--- config.mk ---
export PLATFORM = sky130hd
export DESIGN_NAME = nfrx_bank
export DESIGN_NICKNAME = d
export VERILOG_FILES = /design/src/shared/nfrx_pkg.sv /design/src/logic/nfrx_bank.sv
export SDC_FILE = /design/constraint.sdc
export NUM_CORES = 1
export LEC_CHECK = 0
export ABC_AREA = 1
export BUFFER_PORTS_ARGS = -buffer_cell sky130_fd_sc_hd__buf_2
export CORE_UTILIZATION = 53
export CTS_CLUSTER_DIAMETER = 30
export CTS_CLUSTER_SIZE = 28
export DETAILED_ROUTE_END_ITERATION = 7
export PLACE_DENSITY = 0.76
export SLEW_MARGIN = 20
export SYNTH_ARGS = -nofsm -noshare
export SYNTH_HDL_FRONTEND = slang
export SYNTH_SLANG_ARGS = --single-unit
--- constraint.sdc ---
create_clock -name clk_i -period 1.7 [get_ports clk_i]
set_input_delay 0.17 -clock clk_i [delete_from_list [all_inputs] [get_ports clk_i]]
set_output_delay 0.17 -clock clk_i [all_outputs]
set_load 0.02 [all_outputs]
--- src/shared/nfrx_pkg.sv ---
// package: register map, field layout and symbol types of the NFC-A receive/anticollision bank
//Behaviour
//- parity setting 1 means each received byte carries a parity bit; 0 none.
//- start-of-frame setting 1 requires a start symbol before frame data; 0 not.
//- CRC mode 1 treats last 16 bits as CRC, checks it, updates result.
//- final-part register holds last four identifier bytes, lowest byte sent last.
//- second-last part register used only for 7- or 10-byte identifiers.
//- third-last part register used only for 10-byte identifiers.
//- identifier length field: 0 four bytes, 1 seven bytes, 2 ten bytes.
//- collision engine answers with cascade levels sized by identifier length.
//- bit-frame pattern sits in SENS_RES byte 1 bits b5:b1, reset 1.
//- platform configuration nibble sent as SENS_RES byte 2 bits b4:b1.
package nfrx_pkg;
  localparam int ADDR_W = 12;
  localparam logic [11:0] OFS_RX_FRAME_CONFIG = 12'h520;
  localparam logic [11:0] OFS_RX_FRAME_SIZE = 12'h524;
  localparam logic [11:0] OFS_TAG_ID_FINAL = 12'h590;
  localparam logic [11:0] OFS_TAG_ID_SECOND = 12'h594;
  localparam logic [11:0] OFS_TAG_ID_THIRD = 12'h598;
  localparam logic [11:0] OFS_COLL_CTRL = 12'h59C;
  localparam logic [11:0] OFS_SENSE_RESP = 12'h5A0;
  localparam logic [11:0] OFS_EVENT_STATUS = 12'h600;
  localparam logic [11:0] OFS_EVENT_MASK = 12'h604;
  localparam logic [11:0] OFS_RX_RESULT = 12'h608;

  // rx_frame_config fields
  localparam int CFG_PARITY_BIT = 0;
  localparam int CFG_SOF_BIT = 2;
  localparam int CFG_CRC_BIT = 4;
  localparam logic [31:0] RST_RX_FRAME_CONFIG = 32'h0000_0015;
  // rx_frame_size fields
  localparam int SIZE_BITS_LSB = 0;
  localparam int SIZE_BYTES_LSB = 3;
  // tag id / collision control / sense response
  localparam logic [31:0] RST_TAG_ID_FINAL = 32'h0000_6363;
  localparam logic [31:0] RST_TAG_ID_OTHER = 32'h0000_0000;
  localparam logic [31:0] RST_COLL_CTRL = 32'h0000_0002;
  localparam logic [31:0] COLL_CTRL_MASK = 32'h0000_0003;
  localparam logic [31:0] RST_SENSE_RESP = 32'h0000_0001;
  localparam logic [31:0] SENSE_RESP_MASK = 32'h0000_FFFF;
  localparam int SR_PATTERN_LSB = 0;
  localparam int SR_IDLEN_LSB = 6;
  localparam int SR_PLATFORM_LSB = 8;
  localparam logic [7:0] CASCADE_TAG = 8'h88;
  // crc: reflected polynomial and preset; a good frame leaves zero residue
  localparam logic [15:0] CRC_POLY = 16'h8408;
  localparam logic [15:0] CRC_PRESET = 16'h6363;
  localparam logic [2:0] MIN_BITS_NO_BYTE = 3'h7;
  // event bits
  localparam int EV_FRAME_DONE = 0;
  localparam int EV_CRC_ERR = 1;
  localparam int EV_PARITY_ERR = 2;
  localparam int EV_INVALID = 3;
  localparam int EV_FRAMING_ERR = 4;
  localparam int EV_W = 5;

  typedef enum logic [1:0] {
    NFRX_ID_LEN_FOUR = 2'h0,
    NFRX_ID_LEN_SEVEN = 2'h1,
    NFRX_ID_LEN_TEN = 2'h2
  } nfrx_idlen_e;

  typedef enum logic [1:0] {
    NFRX_SYM_START = 2'h0,
    NFRX_SYM_DATA = 2'h1,
    NFRX_SYM_END = 2'h2
  } nfrx_sym_e;

  typedef struct packed {
    logic valid;
    nfrx_sym_e kind;
    logic bit_val;
  } nfrx_sym_s;

  typedef struct packed {
    logic valid;
    logic final_level;
    logic [31:0] data;
    logic [7:0] check;
  } nfrx_level_s;
endpackage

--- src/logic/nfrx_bank.sv ---
// module: NFC-A receive framing, frame-size report and anticollision settings bank
//
// Implementation choice: the strobed register port.
`timescale 1ns/1ps
module nfrx_bank (
  input wire logic clk_i,
  input wire logic sys_rst_i,
  input wire logic ce_i,
  input wire logic [nfrx_pkg::ADDR_W-1:0] addr_i,
  input wire logic [31:0] wdata_i,
  input wire logic wr_i,
  input wire logic rd_i,
  output logic [31:0] rdata_o,
  input wire nfrx_pkg::nfrx_sym_s rx_sym_i,
  input wire logic [1:0] ac_level_i,
  output nfrx_pkg::nfrx_level_s ac_level_o,
  output logic [15:0] sense_res_o,
  output logic [1:0] coll_ctrl_o,
  output logic irq_o
);
  import nfrx_pkg::*;

  typedef enum logic {NFRX_IDLE, NFRX_BITS} nfrx_state_e;

  function automatic logic [15:0] crc_step(input logic [15:0] c, input logic b);
    logic fb;
    fb = c[0] ^ b;
    crc_step = fb ? ((c >> 1) ^ CRC_POLY) : (c >> 1);
  endfunction

  function automatic logic [7:0] xor4(input logic [31:0] w);
    xor4 = w[31:24] ^ w[23:16] ^ w[15:8] ^ w[7:0];
  endfunction

  // ---------------- registers ----------------
  logic [31:0] rx_frame_config_reg, rx_frame_config_next;
  logic [11:0] rx_frame_size_reg, rx_frame_size_next;
  logic [31:0] tag_id_final_part_reg, tag_id_final_part_next;
  logic [31:0] tag_id_second_final_part_reg, tag_id_second_final_part_next;
  logic [31:0] tag_id_third_final_part_reg, tag_id_third_final_part_next;
  logic [31:0] collision_resolve_ctrl_reg, collision_resolve_ctrl_next;
  logic [31:0] sense_response_cfg_reg, sense_response_cfg_next;
  logic [EV_W-1:0] status_reg, status_next;
  logic [EV_W-1:0] mask_reg, mask_next;
  logic [1:0] rx_result_reg, rx_result_next;
  logic [31:0] rdata_reg, rdata_next;
  logic [EV_W-1:0] ev_set;

  logic parity_on, sof_on, crc_on;
  assign parity_on = rx_frame_config_reg[CFG_PARITY_BIT];
  assign sof_on = rx_frame_config_reg[CFG_SOF_BIT];
  assign crc_on = rx_frame_config_reg[CFG_CRC_BIT];

  // ---------------- receive framing ----------------
  nfrx_state_e state_reg, state_next;
  logic [2:0] bit_cnt_reg, bit_cnt_next;
  logic [8:0] byte_cnt_reg, byte_cnt_next;
  logic par_wait_reg, par_wait_next;
  logic par_acc_reg, par_acc_next;
  logic par_bad_reg, par_bad_next;
  logic [15:0] crc_reg, crc_next;
  logic frame_end, frame_invalid, crc_good;

  always_comb begin
    logic take_bit;
    take_bit = 1'b0;
    state_next = state_reg;
    bit_cnt_next = bit_cnt_reg;
    byte_cnt_next = byte_cnt_reg;
    par_wait_next = par_wait_reg;
    par_acc_next = par_acc_reg;
    par_bad_next = par_bad_reg;
    crc_next = crc_reg;
    frame_end = 1'b0;
    ev_set = '0;
    if (rx_sym_i.valid) begin
      unique case (state_reg)
        NFRX_IDLE: begin
          bit_cnt_next = '0;
          byte_cnt_next = '0;
          par_wait_next = 1'b0;
          par_acc_next = 1'b0;
          par_bad_next = 1'b0;
          crc_next = CRC_PRESET;
          if (rx_sym_i.kind == NFRX_SYM_START) begin
            state_next = NFRX_BITS;
          end else if (rx_sym_i.kind == NFRX_SYM_DATA) begin
            if (sof_on) begin
              ev_set[EV_FRAMING_ERR] = 1'b1;
            end else begin
              // no start symbol expected: first data bit opens the frame
              state_next = NFRX_BITS;
              bit_cnt_next = 3'h1;
              par_acc_next = rx_sym_i.bit_val;
              crc_next = crc_step(CRC_PRESET, rx_sym_i.bit_val);
            end
          end
        end
        NFRX_BITS: begin
          if (rx_sym_i.kind == NFRX_SYM_START) begin
            // a second start symbol breaks the frame; restart cleanly
            ev_set[EV_FRAMING_ERR] = 1'b1;
            state_next = NFRX_IDLE;
          end else if (rx_sym_i.kind == NFRX_SYM_END) begin
            frame_end = 1'b1;
            state_next = NFRX_IDLE;
          end else if (par_wait_reg) begin
            // parity bits are checked, never counted nor fed to the crc
            par_wait_next = 1'b0;
            par_acc_next = 1'b0;
            if (!(par_acc_reg ^ rx_sym_i.bit_val)) begin
              par_bad_next = 1'b1;
            end
          end else begin
            take_bit = 1'b1;
          end
        end
      endcase
    end
    if (take_bit) begin
      crc_next = crc_step(crc_reg, rx_sym_i.bit_val);
      par_acc_next = par_acc_reg ^ rx_sym_i.bit_val;
      if (bit_cnt_reg == 3'h7) begin
        bit_cnt_next = '0;
        byte_cnt_next = byte_cnt_reg + 9'h1;
        par_wait_next = parity_on;
      end else begin
        bit_cnt_next = bit_cnt_reg + 3'h1;
      end
    end
  end

  assign frame_invalid = (byte_cnt_reg == 9'h0) && (bit_cnt_reg < MIN_BITS_NO_BYTE);
  assign crc_good = (crc_reg == 16'h0000) && (byte_cnt_reg >= 9'h2) && (bit_cnt_reg == 3'h0);

  always_ff @(posedge clk_i) begin
    if (sys_rst_i) begin
      state_reg <= NFRX_IDLE;
      bit_cnt_reg <= '0;
      byte_cnt_reg <= '0;
      par_wait_reg <= 1'b0;
      par_acc_reg <= 1'b0;
      par_bad_reg <= 1'b0;
      crc_reg <= CRC_PRESET;
    end else if (ce_i) begin
      state_reg <= state_next;
      bit_cnt_reg <= bit_cnt_next;
      byte_cnt_reg <= byte_cnt_next;
      par_wait_reg <= par_wait_next;
      par_acc_reg <= par_acc_next;
      par_bad_reg <= par_bad_next;
      crc_reg <= crc_next;
    end
  end

  // ---------------- register file ----------------
  logic [EV_W-1:0] frame_ev;
  always_comb begin
    frame_ev = '0;
    if (frame_end) begin
      if (frame_invalid) begin
        frame_ev[EV_INVALID] = 1'b1;
      end else begin
        frame_ev[EV_FRAME_DONE] = 1'b1;
        frame_ev[EV_CRC_ERR] = crc_on && !crc_good;
        frame_ev[EV_PARITY_ERR] = par_bad_reg;
      end
    end
  end

  always_comb begin
    rx_frame_config_next = rx_frame_config_reg;
    rx_frame_size_next = rx_frame_size_reg;
    tag_id_final_part_next = tag_id_final_part_reg;
    tag_id_second_final_part_next = tag_id_second_final_part_reg;
    tag_id_third_final_part_next = tag_id_third_final_part_reg;
    collision_resolve_ctrl_next = collision_resolve_ctrl_reg;
    sense_response_cfg_next = sense_response_cfg_reg;
    mask_next = mask_reg;
    rx_result_next = rx_result_reg;
    status_next = status_reg;
    rdata_next = '0;
    if (wr_i) begin
      unique case (addr_i)
        OFS_RX_FRAME_CONFIG: rx_frame_config_next = wdata_i & RST_RX_FRAME_CONFIG;
        OFS_TAG_ID_FINAL: tag_id_final_part_next = wdata_i;
        OFS_TAG_ID_SECOND: tag_id_second_final_part_next = wdata_i;
        OFS_TAG_ID_THIRD: tag_id_third_final_part_next = wdata_i;
        OFS_COLL_CTRL: collision_resolve_ctrl_next = wdata_i & COLL_CTRL_MASK;
        OFS_SENSE_RESP: sense_response_cfg_next = wdata_i & SENSE_RESP_MASK;
        OFS_EVENT_MASK: mask_next = wdata_i[EV_W-1:0];
        default: ;
      endcase
    end
    if (rd_i) begin
      unique case (addr_i)
        OFS_RX_FRAME_CONFIG: rdata_next = rx_frame_config_reg;
        OFS_RX_FRAME_SIZE: rdata_next = {20'h0_0000, rx_frame_size_reg};
        OFS_TAG_ID_FINAL: rdata_next = tag_id_final_part_reg;
        OFS_TAG_ID_SECOND: rdata_next = tag_id_second_final_part_reg;
        OFS_TAG_ID_THIRD: rdata_next = tag_id_third_final_part_reg;
        OFS_COLL_CTRL: rdata_next = collision_resolve_ctrl_reg;
        OFS_SENSE_RESP: rdata_next = sense_response_cfg_reg;
        OFS_EVENT_STATUS: begin
          rdata_next = {27'h000_0000, status_reg};
          status_next = '0;
        end
        OFS_EVENT_MASK: rdata_next = {27'h000_0000, mask_reg};
        OFS_RX_RESULT: rdata_next = {30'h0000_0000, rx_result_reg};
        default: rdata_next = '0;
      endcase
    end
    // an event in the clearing read's cycle survives: set wins
    status_next = status_next | ev_set | frame_ev;
    if (frame_end && !frame_invalid) begin
      rx_frame_size_next = {byte_cnt_reg, bit_cnt_reg};
      rx_result_next = {par_bad_reg, crc_on && crc_good};
    end
  end

  always_ff @(posedge clk_i) begin
    if (sys_rst_i) begin
      rx_frame_config_reg <= RST_RX_FRAME_CONFIG;
      rx_frame_size_reg <= '0;
      tag_id_final_part_reg <= RST_TAG_ID_FINAL;
      tag_id_second_final_part_reg <= RST_TAG_ID_OTHER;
      tag_id_third_final_part_reg <= RST_TAG_ID_OTHER;
      collision_resolve_ctrl_reg <= RST_COLL_CTRL;
      sense_response_cfg_reg <= RST_SENSE_RESP;
      status_reg <= '0;
      mask_reg <= '0;
      rx_result_reg <= '0;
      rdata_reg <= '0;
    end else if (ce_i) begin
      rx_frame_config_reg <= rx_frame_config_next;
      rx_frame_size_reg <= rx_frame_size_next;
      tag_id_final_part_reg <= tag_id_final_part_next;
      tag_id_second_final_part_reg <= tag_id_second_final_part_next;
      tag_id_third_final_part_reg <= tag_id_third_final_part_next;
      collision_resolve_ctrl_reg <= collision_resolve_ctrl_next;
      sense_response_cfg_reg <= sense_response_cfg_next;
      status_reg <= status_next;
      mask_reg <= mask_next;
      rx_result_reg <= rx_result_next;
      rdata_reg <= rdata_next;
    end
  end

  assign rdata_o = rdata_reg;
  assign irq_o = |(status_reg & mask_reg);
  assign coll_ctrl_o = collision_resolve_ctrl_reg[1:0];
  // byte 1 = {size, reserved, pattern}, byte 2 = {reserved nibble, platform}
  assign sense_res_o = sense_response_cfg_reg[15:0];

  // ---------------- anticollision level data ----------------
  nfrx_idlen_e id_len;
  nfrx_level_s level_reg, level_next;
  assign id_len = nfrx_idlen_e'(sense_response_cfg_reg[SR_IDLEN_LSB +: 2]);

  // byte [31:24] goes out first; the final part always closes the identifier
  always_comb begin
    level_next = '0;
    unique case (id_len)
      NFRX_ID_LEN_FOUR: begin
        if (ac_level_i == 2'h0) begin
          level_next.valid = 1'b1;
          level_next.final_level = 1'b1;
          level_next.data = tag_id_final_part_reg;
        end
      end
      NFRX_ID_LEN_SEVEN: begin
        if (ac_level_i == 2'h0) begin
          level_next.valid = 1'b1;
          level_next.data = {CASCADE_TAG, tag_id_second_final_part_reg[23:0]};
        end else if (ac_level_i == 2'h1) begin
          level_next.valid = 1'b1;
          level_next.final_level = 1'b1;
          level_next.data = tag_id_final_part_reg;
        end
      end
      NFRX_ID_LEN_TEN: begin
        if (ac_level_i == 2'h0) begin
          level_next.valid = 1'b1;
          level_next.data = {CASCADE_TAG, tag_id_third_final_part_reg[23:0]};
        end else if (ac_level_i == 2'h1) begin
          level_next.valid = 1'b1;
          level_next.data = {CASCADE_TAG, tag_id_second_final_part_reg[23:0]};
        end else if (ac_level_i == 2'h2) begin
          level_next.valid = 1'b1;
          level_next.final_level = 1'b1;
          level_next.data = tag_id_final_part_reg;
        end
      end
      default: level_next = '0;
    endcase
    level_next.check = xor4(level_next.data);
  end

  always_ff @(posedge clk_i) begin
    if (sys_rst_i) begin
      level_reg <= '0;
    end else if (ce_i) begin
      level_reg <= level_next;
    end
  end
  assign ac_level_o = level_reg;

  // ---------------- assertions ----------------
  a_parity_skipped: assert property (@(posedge clk_i) disable iff (sys_rst_i)
    ce_i && state_reg == NFRX_BITS && par_wait_reg && rx_sym_i.valid &&
    rx_sym_i.kind == NFRX_SYM_DATA |=> bit_cnt_reg == $past(bit_cnt_reg) && !par_wait_reg)
    else $error("parity bit was counted as data");
  a_no_parity_wait: assert property (@(posedge clk_i) disable iff (sys_rst_i)
    !parity_on && !$past(parity_on) |-> !par_wait_reg || $past(par_wait_reg))
    else $error("parity expected while disabled");
  a_start_required: assert property (@(posedge clk_i) disable iff (sys_rst_i)
    ce_i && sof_on && state_reg == NFRX_IDLE && rx_sym_i.valid &&
    rx_sym_i.kind == NFRX_SYM_DATA |=> state_reg == NFRX_IDLE && status_reg[EV_FRAMING_ERR])
    else $error("frame opened without start symbol");
  a_crc_result: assert property (@(posedge clk_i) disable iff (sys_rst_i)
    ce_i && frame_end && !frame_invalid |=>
    rx_result_reg[0] == ($past(crc_on) && $past(crc_reg) == 16'h0000 &&
    $past(byte_cnt_reg) >= 9'h2 && $past(bit_cnt_reg) == 3'h0))
    else $error("crc result not updated");
  a_size_report: assert property (@(posedge clk_i) disable iff (sys_rst_i)
    ce_i && frame_end && !frame_invalid |=>
    rx_frame_size_reg == {$past(byte_cnt_reg), $past(bit_cnt_reg)})
    else $error("frame size not reported");
  a_short_invalid: assert property (@(posedge clk_i) disable iff (sys_rst_i)
    ce_i && frame_end && byte_cnt_reg == 9'h0 && bit_cnt_reg < 3'h7 |=>
    status_reg[EV_INVALID] && $stable(rx_frame_size_reg))
    else $error("short frame accepted");
  a_final_part: assert property (@(posedge clk_i) disable iff (sys_rst_i)
    ce_i && level_next.final_level |=> ac_level_o.data == $past(tag_id_final_part_reg))
    else $error("final level not from final part");
  a_second_use: assert property (@(posedge clk_i) disable iff (sys_rst_i)
    ce_i && id_len == NFRX_ID_LEN_SEVEN && ac_level_i == 2'h0 |=>
    ac_level_o.data[31:24] == 8'h88 && !ac_level_o.final_level)
    else $error("double id first level wrong");
  a_third_use: assert property (@(posedge clk_i) disable iff (sys_rst_i)
    ce_i && id_len != NFRX_ID_LEN_TEN && ac_level_i == 2'h2 |=> !ac_level_o.valid)
    else $error("third level answered for short id");
  a_level_count: assert property (@(posedge clk_i) disable iff (sys_rst_i)
    ce_i && id_len == NFRX_ID_LEN_FOUR && ac_level_i != 2'h0 |=> !ac_level_o.valid)
    else $error("extra level for single id");
  a_pattern_field: assert property (@(posedge clk_i) disable iff (sys_rst_i)
    ce_i && wr_i && addr_i == OFS_SENSE_RESP |=> sense_res_o[4:0] == $past(wdata_i[4:0]))
    else $error("pattern not placed in byte 1");
  a_platform_field: assert property (@(posedge clk_i) disable iff (sys_rst_i)
    ce_i && wr_i && addr_i == OFS_SENSE_RESP |=> sense_res_o[11:8] == $past(wdata_i[11:8]))
    else $error("platform nibble not placed in byte 2");

  c_good_frame: cover property (@(posedge clk_i) ce_i && frame_end && !frame_invalid && crc_good);
  c_parity_error: cover property (@(posedge clk_i) frame_ev[EV_PARITY_ERR]);
  c_triple_final: cover property (@(posedge clk_i) id_len == NFRX_ID_LEN_TEN && level_next.final_level);
  c_irq_raised: cover property (@(posedge clk_i) $rose(irq_o));
endmodule // nfrx_bank

Word level (Yosys, flattened, before mapping)
Cells that the tools add are included.
Word-level totals
  flip-flop bits (word level): 247
  bits of input ports: 55
Operators by class
  add/sub/neg operators: 2
  order comparisons: 2
  eq/ne operators: 25
  multiplexer cells: 80
  bitwise gates (word level): 10
  reduce and logical (&&, ||, !) cells: 28
Operator list (number)
  32-bit one-hot mux with 10 select lines: 1
  16-bit 2-to-1 mux: 8
  32-bit 2-to-1 mux: 4
  12-bit by 11-bit == test with 1-bit output, second input constant: 10
  34-bit 2-to-1 mux: 3
  34-bit one-hot mux with 3 select lines: 1
  1-bit 2-to-1 mux: 46
  9-bit 2-to-1 mux: 4
  3-bit AND reduction: 8
  8-bit bitwise XOR: 3
  16-bit zero test: 1
  3-bit 2-to-1 mux: 5
  5-bit 2-to-1 mux: 2
  1-bit one-hot mux with 2 select lines: 5
  9-bit by 1-bit adder with 9-bit output, second input constant: 1
  9-bit by 2-bit greater-or-equal comparator with 1-bit output, second input constant: 1
  9-bit zero test: 1
  2-bit by 1-bit == test with 1-bit output, second input constant: 3
  2-bit == test, second input constant: 3
  1-bit logical AND: 6
  2-bit zero test: 3
  2-bit != test, second input constant: 3
  3-bit by 2-bit != test with 1-bit output, second input constant: 2
  6-bit AND reduction: 1
  other kinds (18): 22

Logic depth before layout (Yosys ltp)
Gate-level depths: netlist of the first run.
  depth in word-level cells: 8
  depth in mapped cells: 17
  gate-level depth less buffers: 15

Worst setup path before layout of the first run
OpenSTA, ideal clock, no wires.
  path kind: reg2reg
  start point: register sense_response_cfg_reg[6]
  end point: register level_reg, in the netlist ac_level_o[6]
  library setup time: 109 ps
  arrival time: 1608 ps
  required time: 1591 ps
  slack: -17 ps
  stages on the path, launching flop included: 14
  period minus slack after synthesis: 1717 ps
  path through: dfxtp_1 > buf_4 > inv_1 > nor2_1 > buf_2 > o211ai_1 > nand3_1 > inv_1 > nand2_1 > nand2_1 > nand2_1 > nand3_1 > nand2_1 > inv_1
On the way
  longest elaborated chain between the ends: 5
Ends and longest elaborated chain
  start, declared: RTL line nfrx_bank.sv:42  | logic [31:0] sense_response_cfg_reg, sense_response_cfg_next;
  start signal, assigned: RTL line nfrx_bank.sv:241  | sense_response_cfg_reg <= sense_response_cfg_next;
  2-bit == test (tied with other cells): RTL line nfrx_bank.sv:263  | unique case (id_len)
  34-bit one-hot mux with 3 select lines (*): RTL line nfrx_bank.sv:263
  8-bit bitwise XOR (2 in series): RTL line nfrx_bank.sv:32  | xor4 = w[31:24] ^ w[23:16] ^ w[15:8] ^ w[7:0];
  8-bit bitwise XOR (*): RTL line nfrx_bank.sv:32
  end signal, assigned: RTL line nfrx_bank.sv:303  | level_reg <= level_next;
  end, declared: RTL line nfrx_bank.sv:257  | nfrx_level_s level_reg, level_next;
Mark *: on every way between the ends. The rest lies on a longest branch, timed or not.
A chain may end at the register's enable or synchronous reset.

Worst setup path in the final report of the first run
  start point: register sense_response_cfg_reg[6]
  end point: register level_reg, in the netlist ac_level_o[2]
Same word-level chain as after synthesis.

==> flow_summary.toml, run 1 <==
[critical_path]
crit_path_top_delay_cell = "sky130_fd_sc_hd__dfxtp_4"
crit_path_start_kind = "flip-flop"
worstPathRequired_ps = 2150
critical_path.startpoint = "sense_response_cfg_reg[6]$_SDFFE_PP0P_"
setup.worst_path.end = "ac_level_o[2]$_SDFFE_PP0P_"
ff_to_ff_setup_slack_ps = -40
critical_path.cell_chain = "inv_4 -> buf_6 -> nand2_8 -> buf_12 -> nor2_4 -> nand3_1 -> nand3b_1 -> inv_1 -> nand2_1 -> nand2_2 -> nand2_1 -> nand2_1 -> nor2_1 -> nor2_1"
critical_path.endpoint_type = "flip-flop"
critical_path_peak_fanout = 6
cp_data_arrival_time_ps = 2180
regToRegEndpoint = "ac_level_o[2]$_SDFFE_PP0P_"
reg2reg_depth = 14
worstReg2RegStart = "sense_response_cfg_reg[6]$_SDFFE_PP0P_"
cell_with_the_most_instances_on_the_worst_path = "sky130_fd_sc_hd__nand2_1"
timing.setup.critical_path_class = "reg2reg"
cpPeakStageDelay_ps = 390

[logic_synthesis]
synth_top_flop_cell = "sky130_fd_sc_hd__dfxtp_1"
synthDistinctLibCells = 39
synth_cells = 1952
syn_nets = 2018
synth_enable_flop_cells = 0
proportion_of_synthesized_flip_flops_having_asynchronous_set_or_reset = 0
synth_sequential_area_ratio = 0.386
avgSynthCellArea_um2 = 6.57
post_synth_instance_area_um2 = 12800
synthesis.yosys.warnings = 0
synth-seq-cells = 247

[drt]
first_pass_iters = 7
avgViaCountPerCell = 5.58
antenna_violating_nets_post_route = 0
drt_drc_violations_left = 0
routed-via-count = 14500
routed_wl_um = 44900
routed_wire_length_per_instance_um = 17.3
drt-initial-drc-count = 1625

[layout]
antenna-diode-count = 0
largest_register_ff_count = 42
drive_above_1_share = 0.220
layout.nets = 2303
ff_latch_area_um2 = 4950
syn_to_final_growth_pct = 34.5
layout.filler_cells = 1888
utilization_of_the_core_after_routing = 0.730
layout.cells.most_common_list = "sky130_fd_sc_hd__nand2_1 (486), sky130_fd_sc_hd__dfxtp_1 (244), sky130_fd_sc_hd__nor2_1 (235), sky130_fd_sc_hd__inv_1 (198), sky130_fd_sc_hd__o21ai_0 (166)"
mostFrequentLayoutCell = "sky130_fd_sc_hd__nand2_1"
multi_input_comb_area_um2 = 6830
fin_area_um2 = 17200

[cts]
worst_setup_hold_path_clk_slew_ps = 50
tritoncts_num_sinks = 247
clkLatencyLatePin_ps = 560
cts_root_buffer = "sky130_fd_sc_hd__clkbuf_16"
cts-htree-levels = 2
tritoncts_clock_tree = "done"
clock_tree.buffer_depth = 3
cts_inserted_buffers = 50

[timing]
setup-violations-final = 5
transition_time_at_the_pin_with_the_least_slew_margin_ps = 697
setup_slack_ps = -35.6
final.min_clock_period_ps = 1740
fin_worst_skew_ps = 17.6
fin_crit_sh = 1.02
finalHoldViolations = 0
max_freq_mhz = 576
fin_hold_ws_ps = 15.6
slew_headroom = 0.535
final_setup_tns_ps = -116
rsz_0062_raised_after_global_routing = "true"
max_transition_viols_final = 0

[grt]
global_route.overflow_total = 0
grt_pass1_wl_um = 69200
grt_util_all_layers = 0.356
grt_start_max_net_pins = 83
first_global_vias = 13300
grt_antenna_before_repair = 1

[job]
cap_violations = 0

[placed_design]
placedInstanceArea_um2 = 14700
place.port_buffers = 147
dp.final_hpwl_um = 31400
gp_congestion = 0.987

[floorplanning]
fp.dieH_um = 158
die-area_um2 = 24800
number_of_placement_rows = 56
core_area_um2 = 23600
die_w_um = 158
pin_count = 148
initial_utilization = 0.543

[status]
failed_checks = "negative setup slack"
status = "complete, but fails checks"

[hold_path]
worstHoldPathType = "in2reg"

[power]
power-per-cell-area_nw_per_um2 = 1010
cellLeakagePower_nw = 8.07
worst_vdd_drop_uv = 1350
## worst max-delay path: cells and delay by family (launching register included)
family / cells / cell delay, ps
buffers and inverters: 4 / 430
DFF: 1 / 390
and+or+nand+nor: 10 / 810
## per-stage QoR
step / std cells / setup slack [ps] / total power [mW]
floorplan: 1952 / 61.4 / 6.68
global placement: 2456 / -355 / 7.11
detailed placement: 2456 / -351 / 7.13
CTS: 2592 / -43.1 / 17.5
global route: 2596 / -168 / 17.9
finish: 2596 / -35.6 / 17.5
## cells in the mapped netlist (2+ instances only)
library cell / n / area share
sky130_fd_sc_hd__inv_2: 15 / 0.0044
sky130_fd_sc_hd__o211ai_1: 71 / 0.042
sky130_fd_sc_hd__nor3_1: 14 / 0.0055
sky130_fd_sc_hd__clkinv_1: 2 / 0.00059
sky130_fd_sc_hd__nand2_2: 9 / 0.0044
sky130_fd_sc_hd__buf_6: 7 / 0.0061
sky130_fd_sc_hd__a21oi_1: 156 / 0.061
sky130_fd_sc_hd__buf_4: 11 / 0.0064
sky130_fd_sc_hd__clkbuf_1: 44 / 0.013
sky130_fd_sc_hd__nor2_1: 256 / 0.075
sky130_fd_sc_hd__o21ai_0: 172 / 0.067
sky130_fd_sc_hd__a221oi_1: 4 / 0.0027
sky130_fd_sc_hd__xor2_1: 2 / 0.0014
sky130_fd_sc_hd__nor2_2: 7 / 0.0034
sky130_fd_sc_hd__nand3_2: 3 / 0.0023
sky130_fd_sc_hd__dfxtp_1: 247 / 0.39
sky130_fd_sc_hd__buf_2: 31 / 0.012
sky130_fd_sc_hd__nand3b_1: 9 / 0.0053
sky130_fd_sc_hd__nand3_1: 108 / 0.042
sky130_fd_sc_hd__inv_1: 199 / 0.058
sky130_fd_sc_hd__buf_1: 6 / 0.0018
sky130_fd_sc_hd__nand2_1: 498 / 0.15
sky130_fd_sc_hd__nand4_1: 17 / 0.0083
sky130_fd_sc_hd__ha_1: 11 / 0.011
sky130_fd_sc_hd__o21ai_1: 17 / 0.0066
sky130_fd_sc_hd__nand2_4: 2 / 0.0018
sky130_fd_sc_hd__a211oi_1: 9 / 0.0053
sky130_fd_sc_hd__nor2_4: 14 / 0.012
## routing by layer
metal  up-vias  track usage  wire length (um)
met5         -            0                 0
met4         0        0.128              1330
met3       110       0.0757              5270
met2       787        0.555             19900
met1      6664        0.482             18400
li1       6933            -                 -
## layout make-up
class                   count  share of cell area
clock buffers              62              0.0781
repair buffers            331               0.142
flip-flops and latches    247               0.287
inverters                 216              0.0476
clock inverters            30              0.0260
multi-input cells        1391               0.396
well taps                 319              0.0231
## worst min path at each step
stage                                                          endpoint        start  cells past startpoint
after CTS                 tag_id_second_final_part_reg[11]$_SDFFE_PP0P_  wdata_i[11]                      3
after global routing      tag_id_second_final_part_reg[11]$_SDFFE_PP0P_  wdata_i[11]                      3
after global placement     tag_id_third_final_part_reg[18]$_SDFFE_PP0P_  wdata_i[18]                      3
final                     tag_id_second_final_part_reg[11]$_SDFFE_PP0P_  wdata_i[11]                      3
after floorplan                  tag_id_final_part_reg[13]$_SDFFE_PP1P_  wdata_i[13]                      2
after detailed placement   tag_id_third_final_part_reg[16]$_SDFFE_PP0P_  wdata_i[16]                      3
## cell families after synthesis
kind of cell,synth area share
buf+inv,0.103
fa+ha+maj,0.0107
simple gates,0.309
compound gates,0.190
flops,0.386
xor+xnor,0.00205
## where the power goes
group | internal (mW) | total, mW | switching, mW
Clock | 7.01 | 10.3 | 3.31
Combinational | 0.431 | 1.20 | 0.765
Sequential | 5.89 | 5.94 | 0.0523
Total | 13.3 | 17.5 | 4.13
## repair_timing
action | 4_1_cts | 5_1_grt
endpoints found under the hold margin | 97 | 0
endpoints found under the setup margin | 12 | 51
hold buffers | 33 | 0
buffers inserted | 8 | 4
pin swaps | 10 | 24
resized for setup | 29 | 59
cloned | 3 | 0
Note: power is estimated with default switching activity, not from simulation.
==> run 2, diff against run 1 <==
--- a/config.mk
+++ b/config.mk
@@ -7,11 +7,11 @@
 export LEC_CHECK = 0
 export ABC_AREA = 1
 export BUFFER_PORTS_ARGS = -buffer_cell sky130_fd_sc_hd__buf_2
-export CORE_UTILIZATION = 53
+export CORE_UTILIZATION = 50
 export CTS_CLUSTER_DIAMETER = 30
 export CTS_CLUSTER_SIZE = 28
 export DETAILED_ROUTE_END_ITERATION = 7
-export PLACE_DENSITY = 0.76
+export PLACE_DENSITY = 0.73
 export SLEW_MARGIN = 20
 export SYNTH_ARGS = -nofsm -noshare
 export SYNTH_HDL_FRONTEND = slang
==> flow_summary.toml, run 2 (same netlist as run 1, synthesis figures left out) <==
[hold_path]
hold_path_startpoint = "rx_sym_i[1]"
whs_endpoint = "status_reg[4]$_SDFFE_PP0P_"
hold_path_cells = 4
worstHoldPathType = "in2reg"

[layout]
antenna-diode-count = 0
finalNonFillerCells = 2630
utilization_of_the_core_after_routing = 0.691
syn_to_final_growth_pct = 35.7
layout.cells.most_common_list = "sky130_fd_sc_hd__nand2_1 (484), sky130_fd_sc_hd__dfxtp_1 (240), sky130_fd_sc_hd__nor2_1 (237), sky130_fd_sc_hd__inv_1 (198), sky130_fd_sc_hd__o21ai_0 (166)"
layout.nets = 2323
layout.filler_cells = 2069
mostFrequentLayoutCell = "sky130_fd_sc_hd__nand2_1"
drive_above_1_share = 0.229
largest_register_ff_count = 42

[timing]
max_transition_viols_final = 0
final.min_clock_period_ps = 1720
max_freq_mhz = 582
setup-violations-final = 2
fin_worst_skew_ps = 35.6
transition_time_at_the_pin_with_the_least_slew_margin_ps = 647
setup_slack_ps = -18.0
fin_hold_ws_ps = 29.1
slew_headroom = 0.568
rsz_0062_raised_after_global_routing = "true"
fin_crit_sh = 1.01
finalHoldViolations = 0

[drt]
routed_wl_um = 46600
antenna_violating_nets_post_route = 0
first_pass_iters = 5
drt-initial-drc-count = 1505
routed-via-count = 14600
routed_wire_length_per_instance_um = 17.7
avgViaCountPerCell = 5.55
drt_drc_violations_left = 0

[critical_path]
regToRegEndpoint = "ac_level_o[2]$_SDFFE_PP0P_"
critical_path_peak_fanout = 5
cp_data_arrival_time_ps = 2170
timing.setup.critical_path_class = "reg2reg"
worstReg2RegStart = "sense_response_cfg_reg[7]$_SDFFE_PP0P_"
worstPathRequired_ps = 2150
reg2reg_depth = 12
critical_path.endpoint_type = "flip-flop"
crit_path_start_kind = "flip-flop"
ff_to_ff_setup_slack_ps = -20

[placed_design]
pre_cts_ws_ps = -372
place.port_buffers = 147
gp_congestion = 0.958
dp.final_hpwl_um = 33400
numPlacedInstances = 2486

[status]
status = "complete, but fails checks"
failed_checks = "negative setup slack"

[power]
post-layout-total-power_mw = 17.6
pwr-share-clk = 0.594
seq_power_share = 0.337
power.share.switching = 0.257
cellLeakagePower_nw = 8.19
power.internal_mw = 13.1
p_comb_frac = 0.069
switching_power_mw = 4.52
power-per-cell-area_nw_per_um2 = 1010
worst_vdd_drop_uv = 866

[cts]
tritoncts_clock_tree = "done"
cts_inserted_buffers = 52
cts-htree-levels = 2
worst_setup_hold_path_clk_slew_ps = 50
clkLatencyLatePin_ps = 580
clock_tree.buffer_depth = 3
tritoncts_num_sinks = 247
cts_root_buffer = "sky130_fd_sc_hd__clkbuf_16"

[grt]
global_route.overflow_total = 0
grt_pass1_wl_um = 72700
grt_util_all_layers = 0.351
first_global_vias = 13600
grt_antenna_before_repair = 0
grt_start_max_net_pins = 85

[floorplanning]
initial_utilization = 0.509
die_w_um = 162
fp.dieH_um = 162
pin_count = 148
core_area_um2 = 25200
die-area_um2 = 26300
number_of_placement_rows = 58

[job]
cap_violations = 0
## run 2: cell count changes in the layout (fill, tap and decap cells not counted), sizes merged
cell         previous run  this run
clkbuf                 62        59
bufinv                  9         5
buf                   298       316
dlygate4sd3            33        34
nor2                  278       277
clkinvlp                5         4
inv                   219       228
clkinv                 13        17
## run 2: metal layers
layer  share of wire  GRT usage  up-vias
met4           0.035      0.135        0
met5               0          0        -
li1                -          -     6961
met3           0.083     0.0564      122
met1            0.42      0.452     6800
met2            0.46      0.586      701
## run 2: final cells by class
class	instances	area, um^2	area share
Clock buffer	59	1390	0.0798
Inverter	216	821	0.0472
Clock inverter	38	453	0.0260
Multi-Input combinational cell	1390	6760	0.388
Sequential cell	247	4960	0.285
Timing Repair Buffer	350	2610	0.150
Tap cell	330	413	0.0237
## run 2: worst max-delay path by stage
stage	startpoint	end	slack, ps	cells after the start
after floorplan	sense_response_cfg_reg[6]$_SDFFE_PP0P_	ac_level_o[6]$_SDFFE_PP0P_	60	13
after global placement	ac_level_i[0]	ac_level_o[1]$_SDFFE_PP0P_	-360	15
after detailed placement	ac_level_i[0]	ac_level_o[0]$_SDFFE_PP0P_	-370	15
after CTS	sense_response_cfg_reg[7]$_SDFFE_PP0P_	ac_level_o[0]$_SDFFE_PP0P_	-4	13
after global routing	sense_response_cfg_reg[7]$_SDFFE_PP0P_	ac_level_o[3]$_SDFFE_PP0P_	-90	13
final	sense_response_cfg_reg[7]$_SDFFE_PP0P_	ac_level_o[2]$_SDFFE_PP0P_	-20	12
## run 2: timing repair
action / in CTS / in global routing
pin swaps: 6 / 16
buffers inserted: 3 / 8
cloned: 2 / 0
resized for setup: 30 / 52
hold buffers: 34 / 0
setup endpoints to repair: 17 / 35
endpoints found under the hold margin: 110 / 0
## run 2: worst max-delay path, stage by stage, from the launching register on
cell	delay [ps]
sky130_fd_sc_hd__dfxtp_4	360
sky130_fd_sc_hd__buf_6	130
sky130_fd_sc_hd__nor2_4	160
sky130_fd_sc_hd__buf_4	180
sky130_fd_sc_hd__nand3_1	90
sky130_fd_sc_hd__nand3b_1	210
sky130_fd_sc_hd__inv_1	80
sky130_fd_sc_hd__nand2_1	70
sky130_fd_sc_hd__nand2_1	60
sky130_fd_sc_hd__nand2_1	60
sky130_fd_sc_hd__nand2_1	50
sky130_fd_sc_hd__nor2_1	100
sky130_fd_sc_hd__nor2_1	40
## run 2: through the flow
| step | setup TNS, ps | instance area (um^2) |
|---|---|---|
| finish | -18.2 | 17400 |
| global route | -671 | 17400 |
| CTS | -3.64 | 17200 |
| detailed placement | -13530 | 14900 |
| global placement | -8690 | 14900 |
| floorplan | 0 | 12800 |
## run 2: power by group through the flow
stage	logic, mW	registers (mW)	clock network, mW
global route	1.32	5.94	10.8
finish	1.21	5.94	10.5
global placement	1.09	6.05	0
detailed placement	1.10	6.05	0
CTS	1.18	5.93	10.5
floorplan	0.574	6.10	0
